<file path="src/drsc_defs.svh">
// Function
// (RULE_01) The 14-bit tick interval counts clock cycles and yields one refresh tick each time it elapses.
// (RULE_02) Software programs the interval to 0xc30, 0x104b or 0x1450 by memory clock; 0xc30 is the reset value.
// (RULE_03) Refresh-on at bit 23 enables refresh when 1 and disables it when 0, resetting to 0.
// (RULE_04) With refresh off and owed-count-run at bit 25 set, owed refreshes accumulate but none are issued.
// (RULE_05) With refresh on, owed-count-run has no effect and the owed counter always runs.
// (RULE_06) Rank-refresh-style at bit 24 selects staggered all-rank refresh (0) or independent per-rank refresh (1).
// (RULE_07) An owed count above the urgent level (bits 19:18, levels 5 to 8) requests refresh and sets the urgent flag.
// (RULE_08) An owed count above the upper level (bits 17:16, levels 3 to 6) requests refresh and sets the upper flag.
// (RULE_09) An owed count above the lower level (bits 15:14, levels 1 to 4) requests refresh and sets the lower flag.
// (RULE_10) In independent-rank mode a calibration request waits the direct quiet window in ticks, reset 5'b10000.
// (RULE_11) In independent-rank mode a calibration request waits the indirect quiet window in ticks, reset 5'b11000.
// (RULE_12) In independent-rank mode a calibration request waits the calibration wait in ticks, reset 5'b00110.
// (RULE_13) Software writes memory-init-complete at bit 22 when memory init is done; it is read/write, reset 0.
// (RULE_14) The owed counter rises on each allowed tick and falls on each completed refresh, never below zero.
// (RULE_15) Reserved bits 47:42, 26 and 21:20 read as zero and ignore writes.
`ifndef DRSC_DEFS_SVH
`define DRSC_DEFS_SVH
`define DRSC_CTRL_IDX 12'h669
// Byte address is four times the index, so it needs more than 12 address bits
`define DRSC_CTRL_LO_ADDR 16'h19a4
`define DRSC_CTRL_HI_ADDR 16'h19a8
`define DRSC_STAT_ADDR 16'h19ac
`define DRSC_MASK_ADDR 16'h19b0
`define DRSC_CTRL_RESET 48'h021830000c30
`define DRSC_CTRL_WMASK 48'h03fffbcfffff
`define DRSC_INTERVAL_MSB 13
`define DRSC_LOW_LSB 14
`define DRSC_UPPER_LSB 16
`define DRSC_URGENT_LSB 18
`define DRSC_INIT_BIT 22
`define DRSC_REF_ON_BIT 23
`define DRSC_RANK_STYLE_BIT 24
`define DRSC_COUNT_RUN_BIT 25
`define DRSC_WAIT_LSB 27
`define DRSC_INDIR_LSB 32
`define DRSC_DIR_LSB 37
`define DRSC_LOW_BASE 4'h1
`define DRSC_UPPER_BASE 4'h3
`define DRSC_URGENT_BASE 4'h5
`define DRSC_OWED_MAX 4'hf
`define DRSC_PERIOD_NS 7800
`define DRSC_CLK_PERIOD_NS 10
`endif

</file>
<file path="src/drsc_pkg.sv">
package drsc_pkg;
  typedef enum logic [1:0] {
    DRSC_CAL_IDLE = 2'b00,
    DRSC_CAL_WAIT = 2'b01,
    DRSC_CAL_GRANT = 2'b10
  } drsc_cal_state_type;
endpackage

</file>
<file path="src/drsc_tick_gen.sv">
`timescale 1ns/1ps
`default_nettype none
`include "drsc_defs.svh"
module drsc_tick_gen (
  input wire logic clk,
  input wire logic arst_n,
  input wire logic [13:0] interval,
  output logic tick
);
  logic [13:0] count_r;
  logic [13:0] count_nxt;
  wire elapsed = (count_r >= interval - 14'h0001) || (interval == 14'h0000);
  assign count_nxt = elapsed ? 14'h0000 : count_r + 14'h0001;
  always_ff @(posedge clk or negedge arst_n) begin
    if (!arst_n) begin
      count_r <= 14'h0000;
      tick <= 1'b0;
    end else begin
      count_r <= count_nxt; // RULE_01
      tick <= elapsed; // RULE_01
    end
  end
endmodule
`default_nettype wire

</file>
<file path="src/drsc_cal_gate.sv">
`timescale 1ns/1ps
`default_nettype none
`include "drsc_defs.svh"
module drsc_cal_gate (
  input wire logic clk,
  input wire logic arst_n,
  input wire logic tick,
  input wire logic independent,
  input wire logic cal_req,
  input wire logic [4:0] wait_ticks,
  output logic cal_grant
);
  drsc_pkg::drsc_cal_state_type state_r;
  drsc_pkg::drsc_cal_state_type state_nxt;
  logic [4:0] left_r;
  logic [4:0] left_nxt;
  wire done = (left_r == 5'h00);
  always_comb begin
    state_nxt = state_r;
    left_nxt = left_r;
    unique case (state_r)
      drsc_pkg::DRSC_CAL_IDLE: begin
        if (cal_req) begin
          left_nxt = independent ? wait_ticks : 5'h00; // RULE_10 RULE_11 RULE_12
          state_nxt = drsc_pkg::DRSC_CAL_WAIT;
        end
      end
      drsc_pkg::DRSC_CAL_WAIT: begin
        if (done) begin
          state_nxt = drsc_pkg::DRSC_CAL_GRANT;
        end else if (tick) begin
          left_nxt = left_r - 5'h01;
        end
      end
      drsc_pkg::DRSC_CAL_GRANT: begin
        state_nxt = drsc_pkg::DRSC_CAL_IDLE;
      end
      default: begin
        state_nxt = drsc_pkg::DRSC_CAL_IDLE;
      end
    endcase
  end
  always_ff @(posedge clk or negedge arst_n) begin
    if (!arst_n) begin
      state_r <= drsc_pkg::DRSC_CAL_IDLE;
      left_r <= 5'h00;
    end else begin
      state_r <= state_nxt;
      left_r <= left_nxt;
    end
  end
  assign cal_grant = (state_r == drsc_pkg::DRSC_CAL_GRANT);
endmodule
`default_nettype wire

</file>
<file path="src/drsc_top.sv">
`timescale 1ns/1ps
`default_nettype none
`include "drsc_defs.svh"
module drsc_top (
  input wire logic REF_CLK,
  input wire logic ARST_N,
  input wire logic PSEL,
  input wire logic PENABLE,
  input wire logic PWRITE,
  input wire logic [15:0] PADDR,
  input wire logic [31:0] PWDATA,
  output logic [31:0] PRDATA,
  output logic PREADY,
  output logic PSLVERR,
  input wire logic REFRESH_DONE,
  input wire logic CAL_REQ,
  output logic REFRESH_REQ,
  output logic ALL_RANK,
  output logic FLAG_LOW,
  output logic FLAG_UPPER,
  output logic FLAG_URGENT,
  output logic CAL_GRANT,
  output logic INIT_COMPLETE,
  output logic IRQ
);
  // Interval also derivable from time: period / clock period
  localparam int DRSC_TICK_CYCLES = `DRSC_PERIOD_NS / `DRSC_CLK_PERIOD_NS;
  logic [47:0] ctrl_r;
  logic [47:0] ctrl_nxt;
  logic [3:0] owed_r;
  logic [3:0] owed_nxt;
  logic [2:0] stat_r;
  logic [2:0] stat_nxt;
  logic [2:0] mask_r;
  logic [1:0] cal_sync_r;
  logic [1:0] done_sync_r;
  logic tick;
  logic cal_grant;
  // Both scheduler inputs cross from another block's clock: two stages
  always_ff @(posedge REF_CLK or negedge ARST_N) begin
    if (!ARST_N) begin
      cal_sync_r <= 2'h0;
      done_sync_r <= 2'h0;
    end else begin
      cal_sync_r <= {cal_sync_r[0], CAL_REQ};
      done_sync_r <= {done_sync_r[0], REFRESH_DONE};
    end
  end
  wire cal_req_s = cal_sync_r[1];
  wire done_s = done_sync_r[1];
  // Done taken as a level; one refresh per synced high cycle
  wire ref_on = ctrl_r[`DRSC_REF_ON_BIT];
  wire count_run = ctrl_r[`DRSC_COUNT_RUN_BIT];
  wire independent = ctrl_r[`DRSC_RANK_STYLE_BIT];
  wire counting = ref_on | count_run; // RULE_04 RULE_05
  wire [3:0] low_lvl = `DRSC_LOW_BASE + {2'h0, ctrl_r[`DRSC_LOW_LSB +: 2]}; // RULE_09
  wire [3:0] upper_lvl = `DRSC_UPPER_BASE + {2'h0, ctrl_r[`DRSC_UPPER_LSB +: 2]}; // RULE_08
  wire [3:0] urgent_lvl = `DRSC_URGENT_BASE + {2'h0, ctrl_r[`DRSC_URGENT_LSB +: 2]}; // RULE_07
  wire over_low = owed_r > low_lvl;
  wire over_upper = owed_r > upper_lvl;
  wire over_urgent = owed_r > urgent_lvl;
  wire inc = tick && counting && (owed_r != `DRSC_OWED_MAX);
  wire dec = done_s && (owed_r != 4'h0);
  always_comb begin
    owed_nxt = owed_r;
    if (!counting) begin
      owed_nxt = 4'h0;
    end else if (inc && !dec) begin
      owed_nxt = owed_r + 4'h1; // RULE_14
    end else if (dec && !inc) begin
      owed_nxt = owed_r - 4'h1; // RULE_14
    end
  end
  // APB: zero wait states, reply in the access cycle
  wire setup = PSEL && !PENABLE;
  wire wr_en = PSEL && PENABLE && PWRITE;
  wire rd_en = PSEL && PENABLE && !PWRITE;
  wire hit_lo = (PADDR == `DRSC_CTRL_LO_ADDR);
  wire hit_hi = (PADDR == `DRSC_CTRL_HI_ADDR);
  wire hit_stat = (PADDR == `DRSC_STAT_ADDR);
  wire hit_mask = (PADDR == `DRSC_MASK_ADDR);
  wire mapped = hit_lo | hit_hi | hit_stat | hit_mask;
  wire [47:0] wmask = `DRSC_CTRL_WMASK;
  wire [47:0] wr_val = hit_lo ? {ctrl_r[47:32], PWDATA} : {PWDATA[15:0], ctrl_r[31:0]};
  assign ctrl_nxt = (wr_en && (hit_lo || hit_hi)) ?
                    (wr_val & wmask) : ctrl_r; // RULE_15 RULE_13
  wire [2:0] events = {over_urgent, over_upper, over_low};
  assign stat_nxt = ((rd_en && hit_stat) ? 3'h0 : stat_r) | events;
  wire [31:0] rd_mux = hit_lo ? ctrl_r[31:0] :
                       hit_hi ? {16'h0000, ctrl_r[47:32]} :
                       hit_stat ? {29'h0, stat_r} :
                       hit_mask ? {29'h0, mask_r} : 32'h0;
  always_ff @(posedge REF_CLK or negedge ARST_N) begin
    if (!ARST_N) begin
      ctrl_r <= `DRSC_CTRL_RESET; // RULE_02 RULE_03
      mask_r <= 3'h0;
      stat_r <= 3'h0;
      PRDATA <= 32'h0;
      PREADY <= 1'b0;
      PSLVERR <= 1'b0;
    end else begin
      ctrl_r <= ctrl_nxt;
      if (wr_en && hit_mask) begin
        mask_r <= PWDATA[2:0];
      end
      stat_r <= stat_nxt;
      PREADY <= setup;
      PSLVERR <= setup && !mapped;
      PRDATA <= (setup && !PWRITE) ? rd_mux : 32'h0;
    end
  end
  always_ff @(posedge REF_CLK or negedge ARST_N) begin
    if (!ARST_N) begin
      owed_r <= 4'h0;
      REFRESH_REQ <= 1'b0;
      FLAG_LOW <= 1'b0;
      FLAG_UPPER <= 1'b0;
      FLAG_URGENT <= 1'b0;
      ALL_RANK <= 1'b1;
      CAL_GRANT <= 1'b0;
      INIT_COMPLETE <= 1'b0;
      IRQ <= 1'b0;
    end else begin
      owed_r <= owed_nxt;
      // Any crossed level asks, since upper may sit below lower
      REFRESH_REQ <= ref_on && |events; // RULE_03 RULE_04 RULE_07 RULE_08 RULE_09
      FLAG_LOW <= over_low; // RULE_09
      FLAG_UPPER <= over_upper; // RULE_08
      FLAG_URGENT <= over_urgent; // RULE_07
      ALL_RANK <= !independent; // RULE_06
      CAL_GRANT <= cal_grant;
      INIT_COMPLETE <= ctrl_r[`DRSC_INIT_BIT];
      IRQ <= |(stat_nxt & mask_r);
    end
  end
  drsc_tick_gen u_tick (
    .clk(REF_CLK),
    .arst_n(ARST_N),
    .interval(ctrl_r[`DRSC_INTERVAL_MSB:0]),
    .tick(tick)
  );
  // Longest window picked so both direct and indirect paths stay quiet
  wire [4:0] w_dir = ctrl_r[`DRSC_DIR_LSB +: 5];
  wire [4:0] w_ind = ctrl_r[`DRSC_INDIR_LSB +: 5];
  wire [4:0] w_cal = ctrl_r[`DRSC_WAIT_LSB +: 5];
  wire [4:0] w_di = (w_dir > w_ind) ? w_dir : w_ind;
  wire [4:0] w_max = (w_di > w_cal) ? w_di : w_cal; // RULE_10 RULE_11 RULE_12
  drsc_cal_gate u_cal (
    .clk(REF_CLK),
    .arst_n(ARST_N),
    .tick(tick),
    .independent(independent),
    .cal_req(cal_req_s),
    .wait_ticks(w_max),
    .cal_grant(cal_grant)
  );
endmodule
`default_nettype wire

</file>
<file path="config.mk">
export PLATFORM = sky130hd
export DESIGN_NAME = drsc_top
export DESIGN_NICKNAME = d
export VERILOG_FILES = /design/src/drsc_pkg.sv /design/src/drsc_tick_gen.sv /design/src/drsc_cal_gate.sv /design/src/drsc_top.sv
export VERILOG_INCLUDE_DIRS = /design/src /design/src/src
export SDC_FILE = /design/constraint.sdc
export NUM_CORES = 1
export LEC_CHECK = 0
export ABC_CLOCK_PERIOD_IN_PS = 7500
export BUFFER_PORTS_ARGS = -buffer_cell sky130_fd_sc_hd__buf_4
export CAP_MARGIN = 20
export CELL_PAD_IN_SITES_DETAIL_PLACEMENT = 0
export CELL_PAD_IN_SITES_GLOBAL_PLACEMENT = 1
export CORE_MARGIN = 2
export CORE_UTILIZATION = 48
export CTS_CLUSTER_DIAMETER = 100
export DETAILED_ROUTE_END_ITERATION = 16
export GPL_ROUTABILITY_DRIVEN = 0
export GPL_TIMING_DRIVEN = 0
export PLACE_DENSITY = 0.83
export SETUP_SLACK_MARGIN = 0.1
export SLEW_MARGIN = 40
export SYNTH_ARGS = -nofsm -noshare
export SYNTH_HDL_FRONTEND = slang
export SYNTH_HIERARCHICAL = 1
export SYNTH_SLANG_ARGS = --single-unit
</file>
<file path="constraint.sdc">
create_clock -name REF_CLK -period 7.5 [get_ports REF_CLK]
set_clock_uncertainty 0.15 [all_clocks]
set_input_delay 1.125 -clock REF_CLK [delete_from_list [all_inputs] [get_ports REF_CLK]]
set_output_delay 1.125 -clock REF_CLK [all_outputs]
set_load 0.02 [all_outputs]
</file>
==> metrics.yaml, run 1 <==
global_routing:
  grt_pass1_wl_um: 22330
  grt_overflow_total: 0
  grt_use_total_pct: 22.06
  grt_pass1_vias: 4506
  grt_max_degree: 115
  antenna_found_initial: 0
finish:
  final_area_sq_um: 7480
  fin_nets: 733
  area_growth_pct: 25.99
  antenna_cells: 0
  drive_above_1_share_pct: 31.02
yosys:
  synth-edff-count: 0
  syn_inst: 523
  syn_avg_cell_area_sq_um: 11.35
  yosysTopAreaCellShare_pct: 43.84
  ys_ff_latch: 114
  netlist_area_sq_um: 5937
  synthTopCellsByCount: "dfrtp_1, ha_1, nor2_1"
  ys_seq_area_share_pct: 48.26
  synth-async-reset-ratio_pct: 100.0
  yosys_warnings: 6
  synth_area_leaders: "dfrtp_1, ha_1, mux2_2, dfstp_2, xnor2_1"
  yosys.area.top_type: "dfrtp_1"
  synth.most_common_cell: "dfrtp_1"
  synth-main-ff-cell: "dfrtp_1"
  yosysUniqueCellTypes: 64
power_and_ir_drop:
  cellPowerDensity_nw_per_um2: 218.0
  p_leak_uw: 0.003695
  ir_worst_vdd_uv: 144.2
critical_path:
  critical_path_class: "register to register"
  crit_fanout: 6
  critPathBufInv: 1
  critPathRequiredTime_ns: 7.65
  rrSetupSlack_ns: 3.47
  rr_worst_depth: 14
  crit_path_start_kind: "register"
  slowest_stage: "dfstp_2"
  cp-end-kind: "register"
  crit_arrival_ns: 4.18
  crit_chain: "inv_1 > ha_1 > and3_1 > o21ai_0 > a32oi_1 > mux2_2 > ha_1 > nor2b_1 > o211ai_1 > a21oi_1 > mux2_2 > nand2_1 > mux2i_1 > mux2_4"
  worstReg2RegEnd: "u_cal/left_r[1]$_DFFE_PN0P_"
  cp_slowest_stage_delay_ns: 0.56
  rr_startpoint: "ctrl_r[35]$_DFFE_PN1P_"
  critPathTopFamily: "multiplexers"
floorplanning:
  pin_count: 97
  die-area_sq_um: 13270
  die_h_um: 115.2
  coreArea_sq_um: 12060
  rows: 40
  die_w_um: 115.2
  start_util_pct: 49.22
timing:
  worst_slew_pin_slew_ns: 0.5946
  hold_viol: 0
  setup_viol: 0
  max_freq_mhz: 248.2
  relSlewSlack_pct: 60.36
  slew_viol_final: 0
  tns_ns: 0
  fin_crit_sh_pct: 53.72
  rsz0062_at_grt: "no"
  fin_crit_ns: 4.029
worst_hold_path:
  min_path_cells: 0
  hold_path_end: "cal_sync_r[1]$_DFF_PN0_"
  min_path_type: "register to register"
  hold_start: "cal_sync_r[0]$_DFF_PN0_"
route:
  first_iter_violations: 201
  vias_per_cell: 5.227
  route.detailed.drc: 0
  dr.pass1.iters: 4
  ant_nets: 0
  routed_wl_um: 13220
  drt-wirelength-per-cell_um: 16.21
  via_count: 4265
flow_run:
  max-cap-violations: 0
clock_tree:
  cts_hold_buf: 0
  cts.sinks: 114
  cts_tree: "done"
  path_clk_slew_ns: 0.05
  cts_buffer_depth: 2
  clkLatencyLatePin_ns: 0.42
  numCtsBuffers: 17
  root_buffer: "clkbuf_16"
  post_cts_resized: 0
  post_cts.repair.setup_buffers: 0
  cts-htree-levels: 4
placement:
  portBuffers: 90
  post-dp-hpwl_um: 9471
  placed_cell_area_sq_um: 6838
run_status:
  status: "complete, no violations"
## kinds of logic (layout without fill, tap and decap cells)
| family | Yosys count | in the layout | share of synthesized area [%] |
|---|---|---|---|
| AND/OR/NAND/NOR | 166 | 166 | 16.19 |
| adder cells (fa/ha/maj) | 43 | 43 | 9.189 |
| multiplexers | 47 | 47 | 9.505 |
| other | 1 | 3 | 0.06316 |
| AO/OA/AOI/OAI | 79 | 79 | 8.936 |
| buffers and inverters | 46 | 169 | 3.878 |
| flip-flops | 114 | 114 | 48.26 |
| XOR/XNOR | 27 | 27 | 3.983 |
## state kept, by name, indices dropped and copies added (netlist names)
name            cells
ctrl_r             39
PRDATA             29
u_tick/count_r     14
u_cal/left_r        5
owed_r              4
mask_r              3
stat_r              3
cal_sync_r          2
done_sync_r         2
u_cal/state_r       2
ALL_RANK            1
CAL_GRANT           1
FLAG_LOW            1
FLAG_UPPER          1
FLAG_URGENT         1
INIT_COMPLETE       1
IRQ                 1
PREADY              1
PSLVERR             1
REFRESH_REQ         1
u_tick/tick         1
## report_power, final
part | switching (uW) | internal, uW
clock | 278 | 553
combinational | 74.3 | 76.9
sequential | 12.5 | 635
## worst reg2reg max path: stages, from the launching register on
cell and delay, ns:
dfstp_2 0.56, inv_1 0.05, ha_1 0.28, and3_1 0.17, o21ai_0 0.10, a32oi_1 0.42, mux2_2 0.43, ha_1 0.30
nor2b_1 0.13, o211ai_1 0.08, a21oi_1 0.42, mux2_2 0.40, nand2_1 0.08, mux2i_1 0.07, mux2_4 0.27
## layout by cell type, fill, tap and decap left out, drive strengths merged, types with 2 or more instances in the layout
master	Yosys	layout
o21ai	21	21
or3b	2	2
clkinv	0	5
a32oi	3	3
conb	1	3
xor2	8	8
nor2	37	37
nand4	12	12
mux2	42	42
a21oi	19	19
a211oi	3	3
buf	11	102
and3	6	6
mux2i	5	5
bufinv	0	3
and4bb	3	3
o221ai	3	3
o22ai	4	4
and4	3	3
or2	3	3
nor3	9	9
a22o	9	9
nor3b	3	3
a31oi	2	2
or4	2	2
inv	29	29
nor4b	3	3
clkinvlp	0	2
dfstp	10	10
nand2b	4	4
ha	42	42
nor2b	11	11
dfrtp	104	104
and2	21	21
nand2	29	29
nor4	3	3
xnor2	19	19
clkbuf	6	28
nand3	13	13
a21o	7	7
## routing by layer
metal / vias to the layer above / routed length (um) / global-route usage, %
li1: 2066 / - / -
met1: 2084 / 5817 / 27.18
met2: 102 / 6540 / 36.51
met3: 13 / 677 / 6.958
met4: 0 / 189 / 8.193
met5: - / 0 / 0
## how the worst max path moves through the flow
stage	startpoint	end	slack [ns]	depth (start not counted)
2_1_floorplan	ctrl_r[35]$_DFFE_PN1P_	u_cal/left_r[1]$_DFFE_PN0P_	3.86	14
3_3_place_gp	ctrl_r[35]$_DFFE_PN1P_	u_cal/left_r[1]$_DFFE_PN0P_	3.57	14
3_5_place_dp	ctrl_r[35]$_DFFE_PN1P_	u_cal/left_r[4]$_DFFE_PN0P_	3.51	14
4_1_cts	ctrl_r[35]$_DFFE_PN1P_	u_cal/left_r[1]$_DFFE_PN0P_	3.46	14
5_1_grt	ctrl_r[35]$_DFFE_PN1P_	u_cal/left_r[4]$_DFFE_PN0P_	3.17	14
6_report	ctrl_r[35]$_DFFE_PN1P_	u_cal/left_r[1]$_DFFE_PN0P_	3.47	14
## area by class of cell
class	instances	area (sq um)
fill	984	4582
sequential	114	2865
multi-input combinational	365	2849
timing repair buffer	91	710.7
clock buffer	22	484.2
tap	168	210.2
clock inverter	10	130.1
buffer	17	121.4
inverter	29	108.9
## stage by stage
step / setup WS, ns / power (uW) / util (%) / hold slack [ns] / instances
finish: 3.471 / 1631 / 62.01 / 0.1964 / 816
global route: 3.168 / 1693 / 62.01 / 0.2138 / 816
CTS: 3.460 / 1645 / 61.78 / 0.1972 / 815
detailed placement: 3.510 / 806.6 / 56.69 / 0.1847 / 783
global placement: 3.567 / 802.1 / 56.63 / 0.1821 / 783
floorplan: 3.858 / 751.1 / - / 0.1812 / 525
Note: power is estimated with default switching activity, not from simulation.
==> run 2: changes to the inputs <==
- ABC_AREA: default -> 1
- ABC_CLOCK_PERIOD_IN_PS: 7500 -> 3500
- CORE_UTILIZATION: 48 -> 39
- PLACE_DENSITY: 0.83 -> 0.75
- clock period: 7.5 -> 3.5 ns (I/O delays scaled with it)
==> run 2 against run 1 <==
Synthesized cell count rose by 49%; global-route usage fell by 3.4 points; clock power rose by 94%; final area rose by 7.5%; count of clock-buffer cells in the layout did not move; fmax rose by 28%; via count rose by 21%; worst setup slack got worse by 3.1 ns; sequential power rose by 130%; critical path depth rose by 6; area after synthesis rose by 7.6%; cell count rose by 38%; critical path type unchanged; critical endpoint is now u_cal/left_r[4]$_DFFE_PN0P_; largest power group unchanged.
==> metrics.yaml, run 2 <==
run_status:
  status: "complete, no violations"
power_and_ir_drop:
  cellPowerDensity_nw_per_um2: 489.7  # +120%
  seqPwrFrac_pct: 38.1  # -1.6 points
  switching_share_pct: 30.52  # +8.1 points
  power.total_uw: 3936  # +140%
  ir_worst_vdd_uv: 333.4  # +130%
  p_int_uw: 2735  # +120%
  power_frac_clock_pct: 40.8  # -10 points
  combPwrFrac_pct: 21.1  # +12 points
  p_switching_uw: 1201  # +230%
  p_leak_uw: 0.004345  # +18%
timing:
  relSlewSlack_pct: 54.68  # -5.7 points
  rsz0062_at_grt: "no"
  setup_viol: 0  # unchanged
  whs_ns: 0.06445  # -0.1319 ns
  slew_viol_final: 0  # unchanged
  max_freq_mhz: 318.0  # +28%
  fin_crit_sh_pct: 89.85  # +36 points
  tns_ns: 0  # unchanged
  fin_crit_ns: 3.145  # -0.8846 ns
  hold_viol: 0  # unchanged
  worst_slew_pin_slew_ns: 0.6798  # +0.08523 ns
yosys:
  yosys.area.top_type: "dfrtp_1"
  synth.most_common_cell: "nand2_1"
  synth_area_leaders: "dfrtp_1, nand2_1, ha_1, inv_1, nor2_1"
  synthTopCellsByCount: "nand2_1, dfrtp_1, inv_1, nor2_1, nand3_1"
  synth-async-reset-ratio_pct: 100.0  # unchanged
  synth-main-ff-cell: "dfrtp_1"
  syn_avg_cell_area_sq_um: 8.198  # -28%
  ys_seq_area_share_pct: 44.87  # -3.4 points
  netlist_area_sq_um: 6386  # +7.6%
  yosys_warnings: 6  # unchanged
  yosysTopAreaCellShare_pct: 40.75  # -3.1 points
  syn_inst: 779  # +49%
  synth-edff-count: 0  # unchanged
  yosysUniqueCellTypes: 39  # -39%
  ys_ff_latch: 114  # unchanged
floorplanning:
  start_util_pct: 40.06  # -9.2 points
  die_h_um: 132.0  # +15%
  die_w_um: 132.0  # +15%
  coreArea_sq_um: 15940  # +32%
  die-area_sq_um: 17410  # +31%
  rows: 46  # +15%
  pin_count: 97  # unchanged
worst_hold_path:
  min_path_type: "input port to register"
critical_path:
  slowest_stage: "dfstp_2"
  crit_fanout: 7  # +1
  cp-end-kind: "register"
  crit_chain: "inv_1 > ha_1 > nand2_2 > o21bai_4 > nand3_4 > nand2_4 > buf_4 > nand2_1 > and2_1 > ha_1 > nand3_2 > nor2_2 > nor2_2 > nor2_4 > nand2_1 > o21ai_2 > nand2_1 > nand2_1 > nand3_1 > o21ai_1"
  critical_path_class: "register to register"
  cp_slowest_stage_delay_ns: 0.53  # -0.03 ns
  crit_path_start_kind: "register"
  cp_common_cell: "nand2_1"
  crit_arrival_ns: 3.34  # -0.84 ns
  critPathRequiredTime_ns: 3.69  # -3.96 ns
finish:
  n_fill_cell: 1580  # +61%
  final_common_cell: "nand2_1"
  layout_common_cells: "nand2_1, dfrtp_1, inv_1"
  drive_above_1_share_pct: 22.93  # -8.1 points
  ff_latch_area_sq_um: 2865  # unchanged
  largestRegisters: "ctrl_r (39), PRDATA (29), u_tick/count_r (14)"
  largest_register_ffs: 39  # unchanged
  fin_nets: 992  # +35%
  multi_input_area_sq_um: 3088  # +8.4%
  post-route-util_pct: 50.42  # -12 points
  largest-register: "ctrl_r"
  antenna_cells: 0  # unchanged
  area_growth_pct: 25.86  # about the same
global_routing:
  grt_pass1_vias: 5118  # +14%
  grt_util_met2_pct: 29.20  # -7.3 points
  grt_max_degree: 71  # -38%
  antenna_found_initial: 0  # unchanged
  grt_use_total_pct: 18.71  # -3.4 points
  grt_busiest_layer: "met2"
  grt_pass1_wl_um: 25800  # +16%
  grt_util_met3_pct: 3.806  # -3.2 points
  grt_overflow_total: 0  # unchanged
  grtUsageMet1_pct: 26.29  # -0.90 points
route:
  vias_per_cell: 4.591  # -12%
  route.detailed.drc: 0  # unchanged
  routed_wl_um: 15610  # +18%
  drt-wirelength-per-cell_um: 13.90  # -14%
  first_iter_violations: 265  # +32%
  ant_nets: 0  # unchanged
  dr.pass1.iters: 4  # unchanged
  via_count: 5156  # +21%
placement:
  portBuffers: 90  # unchanged
  post-dp-hpwl_um: 11670  # +23%
clock_tree:
  cts.sinks: 114  # unchanged
  cts-htree-levels: 4  # unchanged
  numCtsBuffers: 17  # unchanged
  root_buffer: "clkbuf_16"
  path_clk_slew_ns: 0.06  # about the same
  clkLatencyLatePin_ns: 0.41  # about the same
  cts_buffer_depth: 2  # unchanged
  cts_tree: "done"
flow_run:
  max-cap-violations: 0  # unchanged
run 2: layout make-up:
cell class | instances | area share [%]
Clock buffer | 22 | 5.775
Inverter | 103 | 4.872
Sequential cell | 114 | 35.65
Timing Repair Buffer | 94 | 9.153
Buffer | 18 | 1.712
Tap cell | 216 | 3.362
Multi-Input combinational cell | 546 | 38.42
Clock inverter | 10 | 1.059
run 2: path summary, 6_finish.rpt:
path	start	endpoint	slack (ns)	cells after the start
worst max-delay path	ctrl_r[35]$_DFFE_PN1P_	u_cal/left_r[4]$_DFFE_PN0P_	0.36	20
worst min-delay path	REFRESH_DONE	done_sync_r[0]$_DFF_PN0_	0.06	1
worst max register to register	ctrl_r[35]$_DFFE_PN1P_	u_cal/left_r[4]$_DFFE_PN0P_	0.36	20
worst min register to register	done_sync_r[0]$_DFF_PN0_	done_sync_r[1]$_DFF_PN0_	0.22	0
max in group asynchronous	ARST_N	ctrl_r[29]$_DFFE_PN1P_	2.07	3
min in group asynchronous	ARST_N	FLAG_UPPER$_DFF_PN0_	0.43	2
run 2: power by group through the flow:
stage	combinational [uW]	sequential, uW	clock [uW]
floorplan	560	1530	0
detailed placement	829	1520	0
global placement	821	1520	0
finish	831	1500	1610
CTS	837	1500	1630
global route	960	1510	1700
run 2: what timing repair did:
item | CTS | global route
gates cloned | 0 | 0
endpoints found under the hold margin | 37 | 0
endpoints found under the setup margin | 4 | 5
resized for setup | 1 | 23
hold buffers | 1 | 0
pin swaps | 0 | 7
buffers inserted | 0 | 2
run 2: metrics by stage:
step                      area, sq um  cells  setup slack (ns)
after floorplan                  6394    781            0.4416
after global placement           7340   1087           0.07331
after detailed placement         7375   1088           0.06188
after CTS                        7936   1121            0.1533
after global routing             8038   1123            0.1176
final                            8038   1123            0.3553
run 2: per-layer routing:
| metal | vias up | wire length, um |
|---|---|---|
| met3 | 4 | 640 |
| met4 | 0 | 87 |
| met1 | 2362 | 7765 |
| met5 | - | 0 |
| met2 | 95 | 7119 |
| li1 | 2695 | - |
run 2: critical path, delay by kind of cell, from the launching register on:
kind | cells | cell delay [ns]
AOI/OAI and AO/OA | 3 | 0.34
buffers and inverters | 2 | 0.18
adders and majority gates | 2 | 0.58
and+or+nand+nor | 13 | 1.31
DFF | 1 | 0.53
run 2: cells by family after synthesis:
kind of cell / Yosys count / synth area share, %
other: 1 / 0.05872
DFF: 114 / 44.87
and+or+nand+nor: 418 / 30.05
xor gates and xnor gates: 26 / 3.566
AOI/OAI and AO/OA: 56 / 4.624
buffers and inverters: 121 / 8.288
adders and majority gates: 43 / 8.542
